## src/hdl/cpsb_pkg.sv

```systemverilog
// Constants, state type and register layout for the copper port status and
// bypass register bank. Assumes a single 10 MHz clock domain.
package cpsb_pkg;

   // ----------------------------------------
   // Management frame timing
   // ----------------------------------------
   localparam logic [5:0] CPSB_PRE_LEN = 6'h20;   // Ones needed before a start
   localparam logic [4:0] CPSB_HDR_LAST = 5'h0b;  // Last op/address bit index
   localparam logic [4:0] CPSB_RD_BITS = 5'h10;   // Data bits driven on a read
   localparam logic [4:0] CPSB_WR_LAST = 5'h11;   // Turnaround plus data, last index
   localparam logic [1:0] CPSB_OP_READ = 2'h2;
   localparam logic [1:0] CPSB_OP_WRITE = 2'h1;

   // ----------------------------------------
   // Register addresses
   // ----------------------------------------
   localparam logic [4:0] CPSB_ADDR_FE_STAT = 5'h10;
   localparam logic [4:0] CPSB_ADDR_GE_STAT = 5'h11;
   localparam logic [4:0] CPSB_ADDR_BYPASS = 5'h12;
   localparam logic [4:0] CPSB_ADDR_RX_ERR = 5'h13;
   localparam logic [4:0] CPSB_ADDR_FALSE_CAR = 5'h14;
   localparam logic [4:0] CPSB_ADDR_LINK_DROP = 5'h15;
   localparam logic [4:0] CPSB_ADDR_EXT = 5'h16;

   // ----------------------------------------
   // Bypass control layout
   // ----------------------------------------
   localparam int CPSB_TX_OFF_BIT = 15;
   localparam int CPSB_NIBBLE_BIT = 14;
   localparam int CPSB_SCRAM_BIT = 13;
   localparam int CPSB_DESCRAM_BIT = 12;
   localparam int CPSB_PCS_RX_BIT = 11;
   localparam int CPSB_PCS_TX_BIT = 10;
   localparam int CPSB_LFI_BIT = 9;
   localparam int CPSB_XOVER_OFF_BIT = 7;
   localparam int CPSB_PAIR_SWAP_BIT = 5;
   localparam int CPSB_POLARITY_BIT = 4;
   localparam int CPSB_PAR_DET_BIT = 3;
   localparam int CPSB_PULSE_BIT = 2;
   localparam int CPSB_NEXT_PAGE_BIT = 1;
   localparam logic [15:0] CPSB_BYP_WMASK = 16'hfebe;
   localparam logic [15:0] CPSB_BYP_STICKY = 16'h003a;
   localparam logic [15:0] CPSB_BYP_RST = 16'h0088;

   // ----------------------------------------
   // Extended control/status layout
   // ----------------------------------------
   localparam int CPSB_FORCE_BIT = 15;
   localparam int CPSB_SQUELCH_HI = 11;
   localparam int CPSB_SQUELCH_LO = 10;
   localparam int CPSB_KEEP_BIT = 9;
   localparam int CPSB_EOF_BIT = 8;
   localparam int CPSB_TEN_DROP_BIT = 7;
   localparam int CPSB_TEN_UP_BIT = 6;
   localparam int CPSB_BCAST_BIT = 5;
   localparam logic [15:0] CPSB_EXT_WMASK = 16'h8e20;
   localparam logic [15:0] CPSB_EXT_STICKY = 16'h8c20;
   localparam logic [15:0] CPSB_EXT_RST = 16'h0200;

   // ----------------------------------------
   // Status layout and counters
   // ----------------------------------------
   localparam int CPSB_LOCK_BIT = 15;
   localparam int CPSB_LINK_BIT = 12;
   localparam int CPSB_LEGACY_BIT = 6;
   localparam int CPSB_XOVER_BIT = 5;
   localparam logic [7:0] CPSB_CNT_MAX = 8'hff;

   // Management frame states
   typedef enum logic [2:0] {
      ST_IDLE = 3'b000,
      ST_START = 3'b001,
      ST_HDR = 3'b010,
      ST_TA = 3'b011,
      ST_RD = 3'b100,
      ST_WR = 3'b101
   } cpsb_state_e;

   // Whole state of the bank
   typedef struct packed {
      cpsb_state_e st;
      logic [5:0] pre_cnt;
      logic [4:0] bit_cnt;
      logic [15:0] shreg;
      logic [4:0] regad;
      logic wr_hit;
      logic [15:0] rdata;
      logic mdc_q;
      logic mdio_out;
      logic mdio_oe;
      logic [5:0] fe_lat;
      logic [6:0] ge_lat;
      logic eof_lat;
      logic ten_drop_lat;
      logic [15:0] byp;
      logic [15:0] ext;
      logic [7:0] rx_error_count;
      logic [7:0] fc_cnt;
      logic [7:0] drop_cnt;
   } cpsb_state_s;

   localparam cpsb_state_s CPSB_STATE_RST = '{
      st: ST_IDLE, pre_cnt: 6'h00, bit_cnt: 5'h00, shreg: 16'h0000, regad: 5'h00,
      wr_hit: 1'b0, rdata: 16'h0000, mdc_q: 1'b0, mdio_out: 1'b0, mdio_oe: 1'b0,
      fe_lat: 6'h00, ge_lat: 7'h00, eof_lat: 1'b0, ten_drop_lat: 1'b0,
      byp: CPSB_BYP_RST, ext: CPSB_EXT_RST, rx_error_count: 8'h00, fc_cnt: 8'h00,
      drop_cnt: 8'h00};

endpackage : cpsb_pkg

```

## src/hdl/cpsb_regs.sv

```systemverilog
// Copper port status, bypass and extended control registers behind an
// MII management slave. Assumes mdc and mdio_in are synchronous to clk and
// that mdc is well below half the clk rate.
`timescale 1ns/100ps
`default_nettype none

// Overview of operation
// RQ1 - Fast status bit 15 shows live descrambler lock
// RQ2 - Fast error bits latch, clear on read
// RQ3 - Fast status bit 12 shows live link
// RQ4 - Fast fields valid only in 100 mode
// RQ5 - Gigabit bits 15, 12 show live lock, link
// RQ6 - Gigabit bits 14, 13 and 11 to 7 latch, read-clear
// RQ7 - Legacy partner bit valid only when locked
// RQ8 - Bit 5 shows crossover error condition
// RQ9 - Transmitter off powers down, zeros DAC
// RQ10 - Bits 14 to 9 bypass datapath elements
// RQ11 - Bit 7 disables forced-speed crossover, resets 1
// RQ12 - Bits 5, 4 disable swap, polarity fixes
// RQ13 - Bit 3 clear ignores own abilities
// RQ14 - Bit 2 disables pulse shaping filter
// RQ15 - Bit 1 stops automatic next pages
// RQ16 - Three saturating 8-bit counters, read-clear
// RQ17 - Bit 15 forces link pass, sticky
// RQ18 - Squelch select in 11:10, sticky, resets 0
// RQ19 - Bit 9 keeps sticky fields on soft reset
// RQ20 - Bit 8 latches defective end-of-frame
// RQ21 - Ten-meg drop flag latches; bit 6 live
// RQ22 - Broadcast bit accepts writes to any address
// RQ23 - Event during clearing read is kept
module cpsb_regs
   import cpsb_pkg::*;
(
   // Clock and reset
   input wire logic clk,
   input wire logic rst,
   input wire logic soft_rst,
   // Management pins
   input wire logic mdc,
   input wire logic mdio_in,
   output logic mdio_out,
   output logic mdio_oe,
   input wire logic [4:0] phy_addr,
   // Fast Ethernet status sources
   input wire logic fe_descrambler_lock,
   input wire logic fe_link_up,
   input wire logic fe_descrambler_fault,
   input wire logic fe_link_drop,
   input wire logic fe_rx_fault,
   input wire logic fe_tx_fault,
   input wire logic fe_stream_start_fault,
   input wire logic fe_stream_end_fault,
   // Gigabit status sources
   input wire logic ge_descrambler_lock,
   input wire logic ge_link_up,
   input wire logic ge_descrambler_fault,
   input wire logic ge_link_drop,
   input wire logic ge_rx_fault,
   input wire logic ge_tx_fault,
   input wire logic ge_stream_start_fault,
   input wire logic ge_stream_end_fault,
   input wire logic ge_carrier_ext_fault,
   input wire logic ge_legacy_partner_flag,
   input wire logic crossover_fault,
   // Counter events
   input wire logic rx_error_pkt,
   input wire logic false_carrier_evt,
   input wire logic link_drop_evt,
   // Ten-meg status sources
   input wire logic eof_fault_evt,
   input wire logic ten_link_drop_evt,
   input wire logic ten_link_up,
   // Datapath controls
   output logic transmitter_off,
   output logic nibble_code_bypass,
   output logic scrambler_bypass,
   output logic descrambler_bypass,
   output logic pcs_rx_bypass,
   output logic pcs_tx_bypass,
   output logic fail_inhibit_timer_bypass,
   output logic forced_speed_crossover_off,
   output logic pair_swap_fix_off,
   output logic polarity_fix_off,
   output logic parallel_detect_ability_check,
   output logic pulse_filter_off,
   output logic auto_next_page_off,
   // Extended controls
   output logic force_link_pass,
   output logic [1:0] squelch_level_sel,
   output logic keep_on_soft_reset,
   output logic write_to_all_ports
);

   // ----------------------------------------
   // State and helpers
   // ----------------------------------------
   cpsb_state_s q; // Registered state
   cpsb_state_s d; // Next state
   logic rise; // Management clock rising edge
   logic rd_take; // Read snapshot taken this cycle
   logic wr_take; // Accepted write this cycle
   logic [15:0] wr_word; // Data of accepted write
   logic [15:0] rd_val; // Value a read would return now
   logic [11:0] hdr; // Op, address and register bits
   logic [15:0] keep_mask; // Sticky fields kept on soft reset

   // Saturating count, clear first so a coincident event survives
   function automatic logic [7:0] sat_next(input logic [7:0] cnt, input logic evt,
                                           input logic clr);
      logic [7:0] base;
      base = clr ? 8'h00 : cnt;
      if (evt && base != CPSB_CNT_MAX)
      begin
         base = base + 8'h01;
      end
      return base;
   endfunction : sat_next

   // ----------------------------------------
   // Next-state logic
   // ----------------------------------------
   always_comb
   begin
      d = q;
      d.mdc_q = mdc;
      rise = mdc & ~q.mdc_q;
      rd_take = 1'b0;
      wr_take = 1'b0;
      wr_word = {q.shreg[14:0], mdio_in};
      hdr = {q.shreg[10:0], mdio_in};
      keep_mask = q.ext[CPSB_KEEP_BIT] ? 16'hffff : 16'h0000;

      // Read mux; speed-mode validity is left to software
      if (q.regad == CPSB_ADDR_FE_STAT)
      begin
         rd_val = {fe_descrambler_lock, q.fe_lat[5:4], fe_link_up, q.fe_lat[3:0], 8'h00}; // RQ1 RQ2 RQ3 RQ4
      end
      else if (q.regad == CPSB_ADDR_GE_STAT)
      begin
         rd_val = {ge_descrambler_lock, q.ge_lat[6:5], ge_link_up, q.ge_lat[4:0], // RQ5 RQ6
                   ge_legacy_partner_flag, crossover_fault, 5'h00}; // RQ7 RQ8
      end
      else if (q.regad == CPSB_ADDR_BYPASS)
      begin
         rd_val = q.byp;
      end
      else if (q.regad == CPSB_ADDR_RX_ERR)
      begin
         rd_val = {8'h00, q.rx_error_count};
      end
      else if (q.regad == CPSB_ADDR_FALSE_CAR)
      begin
         rd_val = {8'h00, q.fc_cnt};
      end
      else if (q.regad == CPSB_ADDR_LINK_DROP)
      begin
         rd_val = {8'h00, q.drop_cnt};
      end
      else if (q.regad == CPSB_ADDR_EXT)
      begin
         rd_val = q.ext;
         rd_val[CPSB_EOF_BIT] = q.eof_lat; // RQ20
         rd_val[CPSB_TEN_DROP_BIT] = q.ten_drop_lat; // RQ21
         rd_val[CPSB_TEN_UP_BIT] = ten_link_up; // RQ21
      end
      else
      begin
         // Unmapped addresses read as zero
         rd_val = 16'h0000;
      end

      // Frame decoder, advanced on each management clock rise
      if (rise)
      begin
         case (q.st)
            ST_IDLE:
            begin
               // Count preamble ones, a zero after enough of them starts a frame
               if (mdio_in)
               begin
                  if (q.pre_cnt != CPSB_PRE_LEN)
                  begin
                     d.pre_cnt = q.pre_cnt + 6'h01;
                  end
               end
               else
               begin
                  if (q.pre_cnt == CPSB_PRE_LEN)
                  begin
                     d.st = ST_START;
                  end
                  d.pre_cnt = 6'h00;
               end
            end
            ST_START:
            begin
               // Second start bit must be one
               d.st = mdio_in ? ST_HDR : ST_IDLE;
               d.bit_cnt = 5'h00;
            end
            ST_HDR:
            begin
               d.shreg = {q.shreg[14:0], mdio_in};
               d.bit_cnt = q.bit_cnt + 5'h01;
               if (q.bit_cnt == CPSB_HDR_LAST)
               begin
                  d.regad = hdr[4:0];
                  d.bit_cnt = 5'h00;
                  // Reads always decode the address; writes may be broadcast
                  d.wr_hit = (hdr[9:5] == phy_addr) || q.ext[CPSB_BCAST_BIT]; // RQ22
                  if (hdr[11:10] == CPSB_OP_READ && hdr[9:5] == phy_addr)
                  begin
                     d.st = ST_TA;
                  end
                  else if (hdr[11:10] == CPSB_OP_WRITE)
                  begin
                     d.st = ST_WR;
                  end
                  else
                  begin
                     d.st = ST_IDLE;
                  end
               end
            end
            ST_TA:
            begin
               // Drive the turnaround zero and freeze the read value
               d.mdio_oe = 1'b1;
               d.mdio_out = 1'b0;
               d.rdata = rd_val;
               rd_take = 1'b1;
               d.st = ST_RD;
            end
            ST_RD:
            begin
               if (q.bit_cnt == CPSB_RD_BITS)
               begin
                  d.mdio_oe = 1'b0;
                  d.st = ST_IDLE;
               end
               else
               begin
                  d.mdio_out = q.rdata[15];
                  d.rdata = {q.rdata[14:0], 1'b0};
                  d.bit_cnt = q.bit_cnt + 5'h01;
               end
            end
            ST_WR:
            begin
               // Turnaround bits fall off the top of the shifter
               d.shreg = {q.shreg[14:0], mdio_in};
               d.bit_cnt = q.bit_cnt + 5'h01;
               if (q.bit_cnt == CPSB_WR_LAST)
               begin
                  wr_take = q.wr_hit; // RQ22
                  d.st = ST_IDLE;
               end
            end
            default:
            begin
               d.st = ST_IDLE;
            end
         endcase
      end

      // Control writes, masked so read-only bits stay untouched
      if (wr_take && q.regad == CPSB_ADDR_BYPASS)
      begin
         d.byp = (q.byp & ~CPSB_BYP_WMASK) | (wr_word & CPSB_BYP_WMASK); // RQ10
      end
      if (wr_take && q.regad == CPSB_ADDR_EXT)
      begin
         d.ext = (q.ext & ~CPSB_EXT_WMASK) | (wr_word & CPSB_EXT_WMASK);
      end

      // Soft reset wins over a write; the keep bit itself always survives
      if (soft_rst)
      begin
         d.byp = (q.byp & CPSB_BYP_STICKY & keep_mask) | (CPSB_BYP_RST & ~(CPSB_BYP_STICKY & keep_mask)); // RQ19
         d.ext = (q.ext & CPSB_EXT_STICKY & keep_mask) | (CPSB_EXT_RST & ~CPSB_EXT_STICKY); // RQ19
         d.ext[CPSB_KEEP_BIT] = q.ext[CPSB_KEEP_BIT]; // RQ19
      end

      // Sticky flags: clear on read first, then set, so the set wins
      d.fe_lat = (rd_take && q.regad == CPSB_ADDR_FE_STAT) ? 6'h00 : q.fe_lat; // RQ2
      d.fe_lat = d.fe_lat | {fe_descrambler_fault, fe_link_drop, fe_rx_fault, fe_tx_fault,
                             fe_stream_start_fault, fe_stream_end_fault}; // RQ2 RQ23
      d.ge_lat = (rd_take && q.regad == CPSB_ADDR_GE_STAT) ? 7'h00 : q.ge_lat; // RQ6
      d.ge_lat = d.ge_lat | {ge_descrambler_fault, ge_link_drop, ge_rx_fault, ge_tx_fault,
                             ge_stream_start_fault, ge_stream_end_fault, ge_carrier_ext_fault}; // RQ6 RQ23
      d.eof_lat = ((rd_take && q.regad == CPSB_ADDR_EXT) ? 1'b0 : q.eof_lat) | eof_fault_evt; // RQ20 RQ23
      d.ten_drop_lat = ((rd_take && q.regad == CPSB_ADDR_EXT) ? 1'b0 : q.ten_drop_lat)
                       | ten_link_drop_evt; // RQ21 RQ23

      // Error counters
      d.rx_error_count = sat_next(q.rx_error_count, rx_error_pkt, rd_take && q.regad == CPSB_ADDR_RX_ERR); // RQ16
      d.fc_cnt = sat_next(q.fc_cnt, false_carrier_evt, rd_take && q.regad == CPSB_ADDR_FALSE_CAR); // RQ16
      d.drop_cnt = sat_next(q.drop_cnt, link_drop_evt, rd_take && q.regad == CPSB_ADDR_LINK_DROP); // RQ16
   end

   // ----------------------------------------
   // State register
   // ----------------------------------------
   always_ff @(posedge clk or posedge rst)
   begin
      if (rst)
      begin
         q <= CPSB_STATE_RST;
      end
      else
      begin
         q <= d;
      end
   end

   // ----------------------------------------
   // Outputs, all straight from state bits
   // ----------------------------------------
   assign mdio_out = q.mdio_out;
   assign mdio_oe = q.mdio_oe;
   assign transmitter_off = q.byp[CPSB_TX_OFF_BIT]; // RQ9
   assign nibble_code_bypass = q.byp[CPSB_NIBBLE_BIT]; // RQ10
   assign scrambler_bypass = q.byp[CPSB_SCRAM_BIT]; // RQ10
   assign descrambler_bypass = q.byp[CPSB_DESCRAM_BIT]; // RQ10
   assign pcs_rx_bypass = q.byp[CPSB_PCS_RX_BIT]; // RQ10
   assign pcs_tx_bypass = q.byp[CPSB_PCS_TX_BIT]; // RQ10
   assign fail_inhibit_timer_bypass = q.byp[CPSB_LFI_BIT]; // RQ10
   assign forced_speed_crossover_off = q.byp[CPSB_XOVER_OFF_BIT]; // RQ11
   assign pair_swap_fix_off = q.byp[CPSB_PAIR_SWAP_BIT]; // RQ12
   assign polarity_fix_off = q.byp[CPSB_POLARITY_BIT]; // RQ12
   assign parallel_detect_ability_check = q.byp[CPSB_PAR_DET_BIT]; // RQ13
   assign pulse_filter_off = q.byp[CPSB_PULSE_BIT]; // RQ14
   assign auto_next_page_off = q.byp[CPSB_NEXT_PAGE_BIT]; // RQ15
   assign force_link_pass = q.ext[CPSB_FORCE_BIT]; // RQ17
   assign squelch_level_sel = q.ext[CPSB_SQUELCH_HI:CPSB_SQUELCH_LO]; // RQ18
   assign keep_on_soft_reset = q.ext[CPSB_KEEP_BIT];
   assign write_to_all_ports = q.ext[CPSB_BCAST_BIT];
endmodule : cpsb_regs

`default_nettype wire

```

## config.mk

```make
export PLATFORM = sky130hd
export DESIGN_NAME = cpsb_regs
export DESIGN_NICKNAME = d
export VERILOG_FILES = /design/src/hdl/cpsb_pkg.sv /design/src/hdl/cpsb_regs.sv
export SDC_FILE = /design/constraint.sdc
export NUM_CORES = 1
export LEC_CHECK = 0
export ABC_CLOCK_PERIOD_IN_PS = 4480
export BUFFER_PORTS_ARGS = -buffer_cell sky130_fd_sc_hd__buf_2
export CAP_MARGIN = 10
export CORE_MARGIN = 1.5
export CORE_UTILIZATION = 45
export CTS_BUF_LIST = sky130_fd_sc_hd__clkbuf_8
export DETAILED_ROUTE_END_ITERATION = 7
export PLACE_DENSITY = 0.73
export SKIP_CTS_REPAIR_TIMING = 1
export SLEW_MARGIN = 20
export SYNTH_ARGS = -nofsm -noshare
export SYNTH_HDL_FRONTEND = slang
export SYNTH_SLANG_ARGS = --single-unit
```

## constraint.sdc

```tcl
create_clock -name clk -period 4.48 [get_ports clk]
set_clock_uncertainty 0.15 [all_clocks]
set_input_delay 0.672 -clock clk [delete_from_list [all_inputs] [get_ports clk]]
set_output_delay 0.672 -clock clk [all_outputs]
set_load 0.02 [all_outputs]
```

==> impl_metrics.toml <==
[outcome]
outcome = "finished clean"

[synth]
avgSynthCellArea_um2 = 9.905
synth_ff_type = "dfrtp_1"
synth-adder-area-share = 0.01725
synthXorXnorAreaFrac = 0.02716
synth_compound_area_frac = 0.1972
synth-seq-cells = 111
synth-seq-area-share = 0.4792
async_flop_share = 1.000
netlist_instances = 586
syn_area_um2 = 5804
synth_cell_type_count = 69
syn_nets = 629
synth_top_family_by_area = "simple AND/OR/NAND/NOR gates"
yosysWarnings = 0
synth_mux_area_frac = 0.04225
synth-simple-area-share = 0.2074
synth_edf_count = 0

[die]
die_x_um = 116.6
num_rows = 41
die_h_um = 116.6
ios = 55
core_area_um2 = 12620
die_area_um2 = 13590
initial_core_util = 0.4599

[detailed_routing]
firstDrtPassIters = 5
route.detailed.drc = 0
drt_iter0_drc = 390
wl_um = 14180
routedWlPerCell_um = 17.50
vias = 4751
ant_nets = 0
via_per_inst = 5.865

[global_routing]
grt_pass1_vias = 4502
antenna_found_initial = 0
grt_max_degree = 55
gr-total-overflow = 0
grtUsageTotal = 0.2224
grt_pass1_wl_um = 23090

[timing]
worstMarginPinSlew_ps = 930.9
fin_tns_setup_ps = 0
hold_viol = 0
slew_viol_final = 0
period_share = 0.7027
setup_slack_ps = 1332
rsz0062_at_grt = "false"
setup_viol = 0
timing.fmax_mhz = 317.7
slew-limit-headroom = 0.3760
finalCriticalPeriod_ps = 3148

[power_and_ir_drop]
power.leakage_nw = 2.721
powerDensity_nw_per_um2 = 334.3
ir_worst_vdd_mv = 0.1597

[placement]
io_buffers = 54
placed_cells = 794
gp_congestion = 0.8903
pre_cts_ws_ps = 1259
dp_hpwl_um = 10470

[setup_path]
worst_setup_path_end_kind = "flop"
cp_data_arrival_time_ps = 3320
r2r_cells = 10
cp-start-kind = "flop"
cp_max_fo = 16
reg2reg_to = "q[22]$_DFF_PP0_"
reg2reg_setup_slack_ps = 1330
slowest_delay_ps = 670
critPathRequiredTime_ps = 4650
crit-reg2reg-launch = "q[92]$_DFFE_PP0P_"
crit_slowest_cell = "dfrtp_1"
critical_path_class = "flop to flop"
crit_chain = "or3b_4 -> nor4_2 -> buf_4 -> nor2b_1 -> ha_1 -> nand4_1 -> nand2b_1 -> or3_1 -> xor2_1 -> nor2_1"

[layout]
largest-register = "q"
largest_reg_flops = 80
area_growth_pct = 10.48
final_common_cell = "dfrtp_1"
post-route-util = 0.5081
layout.nets = 676
layout_common_cells = "108 x dfrtp_1, 54 x buf_2, 51 x nand2_1"
instances_no_fill = 810
drive_above_1_share = 0.1771
antenna_cells = 0

[clocking]
clk_pin_slew_ps = 100
cts_buffer_depth = 2
cts_tree = "yes"
cts_sinks = 111
htree_levels = 3
clock_latency_ps = 390
root_buffer = "clkbuf_8"
cts_made_buffers = 9

[flow_run]
cap_viol_max_count = 0

[worst_hold_path]
hold_class = "input pin to async pin"
worst max-delay path by stage:
stage	slack (ps)	cells after the start	start	end
finish	1330	10	q[92]$_DFFE_PP0P_	q[22]$_DFF_PP0_
global route	1170	10	q[92]$_DFFE_PP0P_	q[22]$_DFF_PP0_
CTS	1380	10	q[92]$_DFFE_PP0P_	q[22]$_DFF_PP0_
detailed placement	1260	9	mdc	q[17]$_DFF_PP0_
global placement	1470	9	mdc	q[9]$_DFF_PP0_
floorplan	730	1	rst	auto_next_page_off$_DFFE_PP0P_
critical path, delay by kind of cell, from the launching register on:
family / cells / cell delay [ps]
buf+inv: 1 / 220
fa+ha+maj: 1 / 250
simple gates: 7 / 1640
xor+xnor: 1 / 150
flops: 1 / 670
through the flow:
stage | power [W] | hold WS (ps) | area (um2)
2_1_floorplan | 0.001428 | 290.8 | 5804
4_1_cts | 0.002156 | 251.3 | 6412
5_1_grt | 0.002252 | 255.6 | 6412
3_3_place_gp | 0.001516 | 310.1 | 6215
6_report | 0.002144 | 243.0 | 6412
3_5_place_dp | 0.001544 | 312.1 | 6215
where the power goes:
part	switching, W	internal [W]
clock	0.000343	0.000272
sequential	0.000133	0.00110
combinational	0.000166	0.000134
total	0.000642	0.00150
cell type report:
type | count | area (um2)
clock buffers | 10 | 137.6
inverters | 13 | 51.30
repair buffers | 60 | 315.3
multi-input cells | 438 | 2851
clock inverters | 6 | 60.06
well taps | 172 | 215.2
flip-flops and latches | 111 | 2781
fillers | 1187 | 6207
synthesized netlist by cell type, drive strengths merged (9+ instances only):
library cell  count  share of area
a31oi            10          0.011
nand4            14          0.015
nand2b           13          0.014
a22o             12          0.018
nand3            19          0.016
nand2            52          0.034
xnor2            10          0.015
mux2             20          0.039
nor3b             9          0.015
inv              13         0.0084
nor2b            12          0.013
o21ai            37          0.033
dfrtp           108           0.47
nor2             51          0.033
a21o             17          0.022
nor3             15          0.014
a21oi            31          0.027
buf              17          0.017
layer usage:
layer	part of all wire	routed length (um)	global-route usage
met5	0	0	0
met4	0.024	341	0.09398
met3	0.055	773	0.04152
met2	0.46	6528	0.3357
met1	0.46	6533	0.3163
kinds of logic after synthesis:
kind of cell / count (synthesis)
AOI/OAI and AO/OA: 167
DFF: 111
xor gates and xnor gates: 18
adders and majority gates: 8
buffers and inverters: 37
and+or+nand+nor: 223
muxes: 22
Power figures use the tool's default switching activity.
